===== config.mk =====
export PLATFORM = sky130hd
export DESIGN_NAME = host_port_select
export DESIGN_NICKNAME = d
export VERILOG_FILES = /design/src/inc/host_port_pkg.sv /design/src/core/host_port_select.sv /design/src/core/pin_sync.sv
export VERILOG_INCLUDE_DIRS = /design/src /design/src/inc
export SDC_FILE = /design/constraint.sdc
export NUM_CORES = 1
export LEC_CHECK = 0
export BUFFER_PORTS_ARGS = -buffer_cell sky130_fd_sc_hd__buf_4
export CORE_MARGIN = 2
export CORE_UTILIZATION = 55
export DETAILED_ROUTE_END_ITERATION = 8
export PLACE_DENSITY_LB_ADDON = 0.2
export SETUP_SLACK_MARGIN = 0.15
export SLEW_MARGIN = 40
export SYNTH_ARGS = -nofsm -noshare
export SYNTH_HDL_FRONTEND = slang
export SYNTH_SLANG_ARGS = --single-unit

===== constraint.sdc =====
create_clock -name CLK -period 3.01 [get_ports CLK]
set_input_delay 0 -clock CLK [delete_from_list [all_inputs] [get_ports CLK]]
set_output_delay 0 -clock CLK [all_outputs]
set_load 0.01 [all_outputs]

===== src/inc/host_port_params.svh =====
// Operation
// - Mux straps: latch low, address line 2 low, line 1 high; line 0 picks strobe style; both high handshake.
// - Handshake: read pin is data strobe, write pin is direction, latch pin address strobe.
// - Handshake: inactive chip select may suppress the data strobe.
// - Wait pin stays undriven after reset until first address strobe falling edge.
// - No handshake address read cycle; host only writes addresses.
// - Multiplexed buses capture six-bit address while latch high or address strobe low.
// - Handshake wait goes low to start access, high again after WAIT_LOW_CYCLES clocks.
// - After reset the mode is cleared, then detected from control pins.
`ifndef HOST_PORT_PARAMS_SVH
`define HOST_PORT_PARAMS_SVH
`define ADDR_WIDTH 6
`define DATA_WIDTH 8
`define WAIT_LOW_CYCLES 2
`define DETECT_DELAY 2
`endif


===== src/inc/host_port_pkg.sv =====
package host_port_pkg;
  typedef enum logic [2:0] {
    MODE_NONE, MODE_SEP_DED, MODE_SEP_MUX, MODE_COM_DED, MODE_COM_MUX, MODE_HANDSHAKE
  } bus_mode_t;
  typedef enum logic [1:0] {HS_IDLE, HS_WAIT_LOW, HS_WAIT_HIGH} hs_state_t;
endpackage


===== src/core/host_port_select.sv =====
`timescale 1ns/1ps
`include "host_port_params.svh"
module host_port_select
  import host_port_pkg::*;
#(
  parameter int WAIT_CYCLES = `WAIT_LOW_CYCLES
) (
  // clock, reset, enable
  input wire logic CLK,
  input wire logic RST,
  input wire logic CE,
  // strapping and strobe pins
  input wire logic LATCH_PIN,
  input wire logic ADDR_LINE_2,
  input wire logic ADDR_LINE_1,
  input wire logic ADDR_LINE_0_IN,
  input wire logic READ_PIN,
  input wire logic WRITE_PIN,
  input wire logic CHIP_SELECT_N,
  input wire logic GATE_ENABLE,
  // bus data input
  input wire logic [7:0] BUS_IN,
  // wait pin drive, enable low drives
  output logic ADDR_LINE_0_OUT,
  output logic ADDR_LINE_0_OE_N,
  // decoded results
  output bus_mode_t MODE,
  output logic MODE_VALID,
  output logic [5:0] REG_ADDR,
  output logic RD_STROBE,
  output logic WR_STROBE
);
  // ==============================
  // synchronised inputs
  logic [15:0] raw;
  logic [15:0] s;
  assign raw = {BUS_IN, GATE_ENABLE, CHIP_SELECT_N, WRITE_PIN, READ_PIN,
                ADDR_LINE_0_IN, ADDR_LINE_1, ADDR_LINE_2, LATCH_PIN};
  pin_sync #(.WIDTH(16)) u_sync (
    .clk(CLK),
    .rst(RST),
    .ce(CE),
    .d(raw),
    .q(s)
  );
  logic latch_s, addr2_s, addr1_s, addr0_s, rd_s, wr_s, cs_n_s, gate_s;
  logic [7:0] bus_s;
  assign {bus_s, gate_s, cs_n_s, wr_s, rd_s, addr0_s, addr1_s, addr2_s, latch_s} = s;

  // ==============================
  // mode detection
  logic [1:0] settle_reg;
  bus_mode_t mode_reg;
  logic valid_reg;

  // decode strapping into a bus style
  function automatic bus_mode_t decode_mode(input logic lat, input logic adr2, input logic adr1,
                                            input logic adr0, input logic rd, input logic wr);
    bus_mode_t m;
    m = MODE_SEP_DED;
    if (adr2 && adr1)
      m = MODE_HANDSHAKE;
    else if (!adr2 && adr1 && !lat)
      m = adr0 ? MODE_SEP_MUX : MODE_COM_MUX;
    else if (lat)
      m = (rd && !wr) ? MODE_COM_DED : MODE_SEP_DED;
    return m;
  endfunction

  // wait for synchroniser to fill, then capture once
  always_ff @(posedge CLK or posedge RST) begin
    if (RST) begin
      settle_reg <= 2'h0;
      mode_reg <= MODE_NONE;
      valid_reg <= 1'b0;
    end else if (CE) begin
      if (!valid_reg) begin
        if (settle_reg != 2'(`DETECT_DELAY))
          settle_reg <= settle_reg + 2'h1;
        else begin
          mode_reg <= decode_mode(latch_s, addr2_s, addr1_s, addr0_s, rd_s, wr_s);
          valid_reg <= 1'b1;
        end
      end
    end
  end
  assign MODE = mode_reg;
  assign MODE_VALID = valid_reg;

  logic hs;
  logic muxed;
  assign hs = valid_reg && mode_reg == MODE_HANDSHAKE;
  assign muxed = valid_reg && (mode_reg == MODE_SEP_MUX || mode_reg == MODE_COM_MUX);

  // ==============================
  // address strobe edge and wait enable
  logic astrb_d_reg;
  logic wait_armed_reg;
  logic astrb_fall;
  assign astrb_fall = astrb_d_reg && !latch_s;
  always_ff @(posedge CLK or posedge RST) begin
    if (RST) begin
      astrb_d_reg <= 1'b1;
      wait_armed_reg <= 1'b0;
    end else if (CE) begin
      astrb_d_reg <= latch_s;
      if (hs && astrb_fall)
        wait_armed_reg <= 1'b1;
    end
  end

  // ==============================
  // address capture
  logic [5:0] addr_reg;
  always_ff @(posedge CLK or posedge RST) begin
    if (RST)
      addr_reg <= 6'h00;
    else if (CE) begin
      if (muxed && latch_s)
        addr_reg <= bus_s[5:0];
      else if (hs && !latch_s && !wr_s)
        addr_reg <= bus_s[5:0]; // address writes only, never a read cycle
      else if (valid_reg && !muxed && !hs)
        addr_reg <= {3'h0, addr2_s, addr1_s, addr0_s};
    end
  end
  assign REG_ADDR = addr_reg;

  // ==============================
  // data strobes
  logic dstrb;
  assign dstrb = !rd_s && !(gate_s && cs_n_s);
  always_comb begin
    RD_STROBE = 1'b0;
    WR_STROBE = 1'b0;
    if (valid_reg) begin
      unique case (mode_reg)
        MODE_SEP_DED, MODE_SEP_MUX: begin
          RD_STROBE = !cs_n_s && !rd_s;
          WR_STROBE = !cs_n_s && !wr_s;
        end
        MODE_COM_DED, MODE_COM_MUX: begin
          RD_STROBE = !cs_n_s && !rd_s && wr_s;
          WR_STROBE = !cs_n_s && !rd_s && !wr_s;
        end
        MODE_HANDSHAKE: begin
          RD_STROBE = dstrb && wr_s;
          WR_STROBE = dstrb && !wr_s;
        end
        default: begin
          RD_STROBE = 1'b0;
          WR_STROBE = 1'b0;
        end
      endcase
    end
  end

  // ==============================
  // wait handshake
  hs_state_t hs_reg;
  logic [7:0] wcnt_reg;
  logic wait_out_reg;
  logic strobe_any;
  assign strobe_any = hs && (dstrb || astrb_fall);
  always_ff @(posedge CLK or posedge RST) begin
    if (RST) begin
      hs_reg <= HS_IDLE;
      wcnt_reg <= 8'h00;
      wait_out_reg <= 1'b1;
    end else if (CE) begin
      unique case (hs_reg)
        HS_IDLE: begin
          wait_out_reg <= 1'b1;
          // the arming strobe itself opens the first access cycle
          if (strobe_any && (wait_armed_reg || astrb_fall)) begin
            hs_reg <= HS_WAIT_LOW;
            wait_out_reg <= 1'b0;
            wcnt_reg <= 8'h00;
          end
        end
        HS_WAIT_LOW: begin
          wcnt_reg <= wcnt_reg + 8'h01;
          if (wcnt_reg == 8'(WAIT_CYCLES - 1)) begin
            wait_out_reg <= 1'b1;
            hs_reg <= HS_WAIT_HIGH;
          end
        end
        HS_WAIT_HIGH: begin
          if (rd_s && latch_s)
            hs_reg <= HS_IDLE;
        end
        default: begin
          hs_reg <= HS_IDLE;
        end
      endcase
    end
  end
  assign ADDR_LINE_0_OUT = wait_out_reg;
  assign ADDR_LINE_0_OE_N = !wait_armed_reg;

  // ==============================
  // checks
  a_wait_hiz_reset: assert property (@(posedge CLK) disable iff (RST)
    $fell(ADDR_LINE_0_OE_N) |-> ($past(hs) && $past(astrb_fall))) else $error("wait pin driven without strobe");
  a_mode_held: assert property (@(posedge CLK) disable iff (RST)
    valid_reg |=> (valid_reg && $stable(mode_reg))) else $error("mode changed after detect");
  a_wait_pulse: assert property (@(posedge CLK) disable iff (RST)
    (CE && hs_reg == HS_IDLE && strobe_any && (wait_armed_reg || astrb_fall)) |=> !ADDR_LINE_0_OUT)
    else $error("wait did not go low");
  a_hs_decode: assert property (@(posedge CLK) disable iff (RST)
    (CE && !valid_reg && settle_reg == 2'(`DETECT_DELAY) && addr2_s && addr1_s) |=> mode_reg == MODE_HANDSHAKE)
    else $error("handshake strap not decoded");
  a_gate_cs: assert property (@(posedge CLK) disable iff (RST)
    (hs && gate_s && cs_n_s) |-> !(RD_STROBE || WR_STROBE)) else $error("gated strobe passed");
  a_mux_latch: assert property (@(posedge CLK) disable iff (RST)
    (CE && muxed && latch_s) |=> REG_ADDR == $past(bus_s[5:0])) else $error("address not latched");
  a_reset_mode: assert property (@(posedge CLK) disable iff (RST)
    !valid_reg |-> (MODE == MODE_NONE)) else $error("mode set before detect");
  a_arm_hs_only: assert property (@(posedge CLK) disable iff (RST)
    wait_armed_reg |-> hs) else $error("wait armed outside handshake");
  a_no_addr_read: assert property (@(posedge CLK) disable iff (RST)
    (CE && hs && !latch_s && wr_s) |=> $stable(REG_ADDR)) else $error("address taken on read cycle");
endmodule


===== src/core/pin_sync.sv =====
`timescale 1ns/1ps
// two-flop synchroniser for a vector of pins
module pin_sync #(
  parameter int WIDTH = 1
) (
  input wire logic clk,
  input wire logic rst,
  input wire logic ce,
  input wire logic [WIDTH-1:0] d,
  output logic [WIDTH-1:0] q
);
  logic [WIDTH-1:0] meta_reg;
  // first stage read only by second
  always_ff @(posedge clk or posedge rst) begin
    if (rst) begin
      meta_reg <= '0;
      q <= '0;
    end else if (ce) begin
      meta_reg <= d;
      q <= meta_reg;
    end
  end
endmodule


# Word level (Yosys, flattened, before mapping)
# Index checks and enable logic that the tools add are counted.
[classes]
add_sub_neg = 2
n_eq_ne = 12
n_mux = 23
bitwise_logic = 2
reduce_logical = 48
[ops]
columns = ["cell", "count"]
rows = [
  ["$logic_and 1x1->1", 24],
  ["$mux 6", 3],
  ["$pmux 8 s2", 1],
  ["$reduce_and 3->1", 4],
  ["$mux 2", 5],
  ["$logic_not 1->1", 9],
  ["$mux 3", 3],
  ["$add 8x1->8 const B", 1],
  ["$eq 8x1->1 const B", 1],
  ["$mux 8", 1],
  ["$ne 2x2->1 const B", 4],
  ["$eq 3x2->1 const B", 2],
  ["$eq 3x3->1 const B", 2],
  ["$mux 1", 6],
  ["$pmux 1 s3", 2],
  ["$pmux 2 s3", 1],
  ["$reduce_and 2->1", 2],
  ["$reduce_and 4->1", 1],
  ["$reduce_or 2->1", 2],
  ["$eq 3x1->1 const B", 1],
  ["$logic_or 1x1->1", 3],
  ["$reduce_bool 3->1", 1],
  ["$add 2x1->2 const B", 1],
  ["$eq 2x1->1 const B", 1],
  ["other kinds (5)", 6],
]
[totals]
register_bits = 53
input_bits = 19
out_inout_bits = 14
elab_cells = 98

# Depth between registers and ports, before layout
[logic_depth]
depth_word = 9
ltp_mapped = 6
ltp_nobuf = 6

# Cells and area by module
# A second synthesis with hierarchy kept.
[unflattened]
cells_unflattened = 235
hier_area_um2 = 2860.2
[modules_own_cells]
columns = ["module", "n_inst", "cells_per_inst", "area_per_inst_um2", "seq_area_each_um2"]
rows = [
  ["host_port_select", 1, 166, 1511.4, 628.1],
  ["pin_sync", 1, 69, 1348.8, 800.8],
]

# Worst setup path after synthesis
# OpenSTA, ideal clock, no wires.
[synth_timing]
path_type = "reg2reg"
from = "reg mode_reg[1] (netlist: MODE[1])"
to = "reg wcnt_reg[6]"
setup_ns = 0.121
t_arrival_ns = 1.595
t_required_ns = 2.889
setup_slack_ns = 1.294
stages_incl_launch_ff = 6
n_path_buf = 1
synth_period_minus_slack_ns = 1.716
cell_sequence = "dfrtp_1 -> clkbuf_1 -> nand2b_1 -> or4_4 -> o21a_4 -> a22o_1"
[synth_via]
elab_chain_cells = 6
[synth_lines]
columns = ["element", "line_no", "text"]
rows = [
  ["from (decl)", "host_port_select.sv:53", "bus_mode_t mode_reg;"],
  ["from (signal assigned)", "host_port_select.sv:81", "mode_reg <= decode_mode(latch_s, addr2_s, addr1_s, addr0_s, rd_s, wr_s);"],
  ["$eq 3x3->1", "host_port_select.sv:92", "assign hs = valid_reg && mode_reg == MODE_HANDSHAKE;"],
  ["$logic_and 1x1->1", "host_port_select.sv:92", ""],
  ["$logic_and 1x1->1", "host_port_select.sv:164", "assign strobe_any = hs && (dstrb || astrb_fall);"],
  ["$logic_and 1x1->1", "host_port_select.sv:175", "if (strobe_any && (wait_armed_reg || astrb_fall)) begin"],
  ["$ne 2x2->1 (no line)", "--", ""],
  ["$reduce_and 3->1 (no line)", "--", ""],
  ["to (signal assigned)", "host_port_select.sv:182", "wcnt_reg <= wcnt_reg + 8'h01;"],
  ["to (decl)", "host_port_select.sv:161", "logic [7:0] wcnt_reg;"],
]
# Every way passes these cells.
# A chain may end at the register's enable or synchronous reset.

# Final worst setup path
[layout_timing]
from = "reg mode_reg[2] (netlist: MODE[2])"
to = "out WR_STROBE"
[layout_via]
elab_chain_cells = 4
elab_cells_between_ends = 9
cone_classes = "5 x eq/ne; 2 x mux; 2 x reduce/logical"
[layout_lines]
columns = ["element", "line_no", "text"]
rows = [
  ["$eq 3x3->1, or another cell as far along", "host_port_select.sv:137", "unique case (mode_reg)"],
  ["$reduce_or 2->1", "host_port_select.sv:137", ""],
  ["$pmux 1 s3 (*)", "host_port_select.sv:137", ""],
  ["$mux 1 (*)", "host_port_select.sv:136", "if (valid_reg) begin"],
  ["to (decl)", "host_port_select.sv:31", "output logic WR_STROBE"],
]
# Every way passes the cells marked *; elsewhere a longest branch is shown, timed or not.

==> flow_summary.toml <==
[sta]
fin_skew_ns = 0.00487
finalHoldViolations = 0
rsz0062_at_grt = "false"
tightestPinTransition_ns = 0.627
setup_viol = 0
fmax_mhz = 521
slew_violations = 0
finalCriticalPeriod_ns = 1.92
fin_crit_sh = 0.637
slew_headroom = 0.582
fin_setup_tns_ns = 0
setup_slack_ns = 1.09

[global_route]
grt_pass1_vias = 1809
grt_max_degree = 54
grt_use_total = 0.200
grt_pass1_wl_um = 7940
antenna_found_initial = 0
grt-ovfl-total = 0

[cells_and_area]
final_layout_size_suffix_gt1_frac = 0.288
finish.net_count = 282
n_antenna_cell = 0
area_growth_pct = 20.6
fillers = 340
fin_area_mm2 = 0.00299

[yosys]
ys_warn_count = 0
synth-main-ff-cell = "dfrtp_1"
async_reset_ff_frac = 1.00
postSynthCellCount = 217
synth_area_per_cell_um2 = 11.4
netlist_area_mm2 = 0.00248
seq_area_frac_synth = 0.536
syn_nets = 239
synth_edf_count = 0
ys_ff_latch = 53
yosys.cell_types.count = 47

[clocking]
clk_latency_ns = 0.30
cts_buffers = 5
clock-sinks = 53
htreeDepth = 2
cts_setup_buffers = 0
cts_root_buffer = "clkbuf_8"
cts_resized = 0
clockBufferDepth = 2
cts_hold_buf = 15
clk_pin_slew_ns = 0.09
tritoncts = "built"

[drt]
wl_um = 4650
drcViolationCount = 0
drtPass1Iterations = 4
vias_per_cell = 5.79
wl_per_cell_um = 14.9
ant_nets = 0
drt_iter0_drc = 78
via_count = 1807

[critical_path]
critPathLaunchType = "flip-flop"
arrival_ns = 1.92
criticalPathCategory = "flip-flop to output pin"
reg2reg_depth = 4
reg2reg_to = "wcnt_reg[2]$_DFFE_PP0P_"
r2r_slack_ns = 1.24
cp-end-kind = "output pin"
worstPathRequired_ns = 3.01
reg2reg_from = "MODE[0]$_DFFE_PP0P_"
crit_fanout = 13

[placed_design]
dp_hpwl_um = 3120
placed_area_mm2 = 0.00273
pre_cts_ws_ns = 1.25
place.gp.congestion = 0.906
io_buffer_count = 30

[flow_run]
maxCapViolations = 0

[floorplan]
die_area_mm2 = 0.00506
start_util = 0.569
row_count = 24
ios = 33
dieHeight_um = 71.1
core_area_mm2 = 0.00435
die_width_um = 71.1

[outcome]
status = "completed"

[hold_path]
hold-path-endpoint = "MODE_VALID$_DFFE_PP0P_"
hold_depth = 3
min_path_type = "input port to flip-flop"
min_from = "CE"

[power]
power.density_mw_per_mm2 = 561
ir_drop_mv = 0.393
total_leakage_power_nw = 1.32
## synthesized netlist by cell type, types with 2 or more instances
cell type | number | share of area
a31o_2 | 2 | 0.0071
clkbuf_1 | 4 | 0.0061
a21o_1 | 2 | 0.0061
buf_1 | 3 | 0.0045
dfstp_2 | 2 | 0.021
nand2_1 | 19 | 0.029
and3b_1 | 2 | 0.0071
nand2b_1 | 5 | 0.013
a22o_1 | 6 | 0.021
a2bb2oi_1 | 3 | 0.011
mux2i_1 | 3 | 0.012
nor2b_1 | 4 | 0.010
nor3_1 | 2 | 0.0040
ha_1 | 3 | 0.015
dfrtp_1 | 51 | 0.52
inv_1 | 9 | 0.014
buf_2 | 2 | 0.0040
nand3b_1 | 3 | 0.0091
nand3_1 | 4 | 0.0081
a21oi_1 | 3 | 0.0061
o21ai_0 | 14 | 0.028
a31oi_1 | 3 | 0.0076
nor3b_1 | 3 | 0.0091
o22ai_1 | 4 | 0.010
a211oi_1 | 2 | 0.0061
mux2_2 | 29 | 0.13
nor2_1 | 10 | 0.015
## layer usage
layer | track usage | up-vias | part of all wire
met1 | 0.245 | 890 | 0.45
li1 | - | 872 | -
met5 | 0 | - | 0
met4 | 0.0818 | 0 | 0.016
met2 | 0.341 | 36 | 0.50
met3 | 0.0499 | 9 | 0.040
## layout by cell type, fill, tap and decap left out, types with 4 or more instances in the layout
master	netlist	routed
mux2_2	29	29
o21ai_0	14	14
dlygate4sd3_1	0	15
a22o_1	6	6
clkbuf_8	0	5
inv_1	9	8
o22ai_1	4	4
nand2_1	19	19
dfrtp_1	51	51
nor2b_1	4	4
nand2b_1	5	5
nand3_1	4	4
nor2_1	10	10
buf_4	0	30
## through the flow
step / utilization / std cells / hold slack [ns] / power, W
after floorplan: - / 217 / 0.152 / 0.00112
after global placement: 0.627 / 290 / 0.233 / 0.00120
after detailed placement: 0.628 / 290 / 0.137 / 0.00122
after CTS: 0.686 / 312 / 0.164 / 0.00169
after global routing: 0.686 / 312 / 0.212 / 0.00178
final: 0.686 / 312 / 0.175 / 0.00168
## worst max-delay path by stage
stage	from	end	slack (ns)	depth (start not counted)
floorplan	MODE[1]$_DFFE_PP0P_	wcnt_reg[6]$_DFFE_PP0P_	1.29	5
global route	MODE[2]$_DFFE_PP0P_	WR_STROBE	1.04	5
detailed placement	CE	wcnt_reg[2]$_DFFE_PP0P_	1.25	5
global placement	CE	wcnt_reg[2]$_DFFE_PP0P_	1.25	5
finish	MODE[2]$_DFFE_PP0P_	WR_STROBE	1.09	5
CTS	MODE[2]$_DFFE_PP0P_	WR_STROBE	1.14	5
## cell families after synthesis
logic type	synth area share
DFF	0.536
and+or+nand+nor	0.126
adders and majority gates	0.0152
buffers and inverters	0.0298
AOI/OAI and AO/OA	0.141
xor gates and xnor gates	0.00707
muxes	0.144
## worst max-delay path, stage by stage (launching register included)
cell     delay, ns
dfrtp_1       0.52
nor2_1        0.26
o21ai_0       0.12
o31a_1        0.12
o41ai_1       0.39
buf_4         0.21
## report_power, final
part / internal, W / total, W / switching, W / leakage [nW]
logic: 0.000164 / 0.000295 / 0.000131 / 0.617
registers: 0.000822 / 0.000919 / 0.0000970 / 0.648
clock network: 0.000242 / 0.000464 / 0.000222 / 0.0540
total: 0.00123 / 0.00168 / 0.000449 / 1.32
## cell type report
cell class	instances	area (µm²)	area share
Clock buffer	5	68.8	0.0230
Clock inverter	2	35.0	0.0117
Inverter	10	40.0	0.0134
Multi-Input combinational cell	145	1070	0.360
Sequential cell	53	1330	0.445
Tap cell	52	65.1	0.0218
Timing Repair Buffer	45	375	0.126
(Power assumes the default switching activity.)
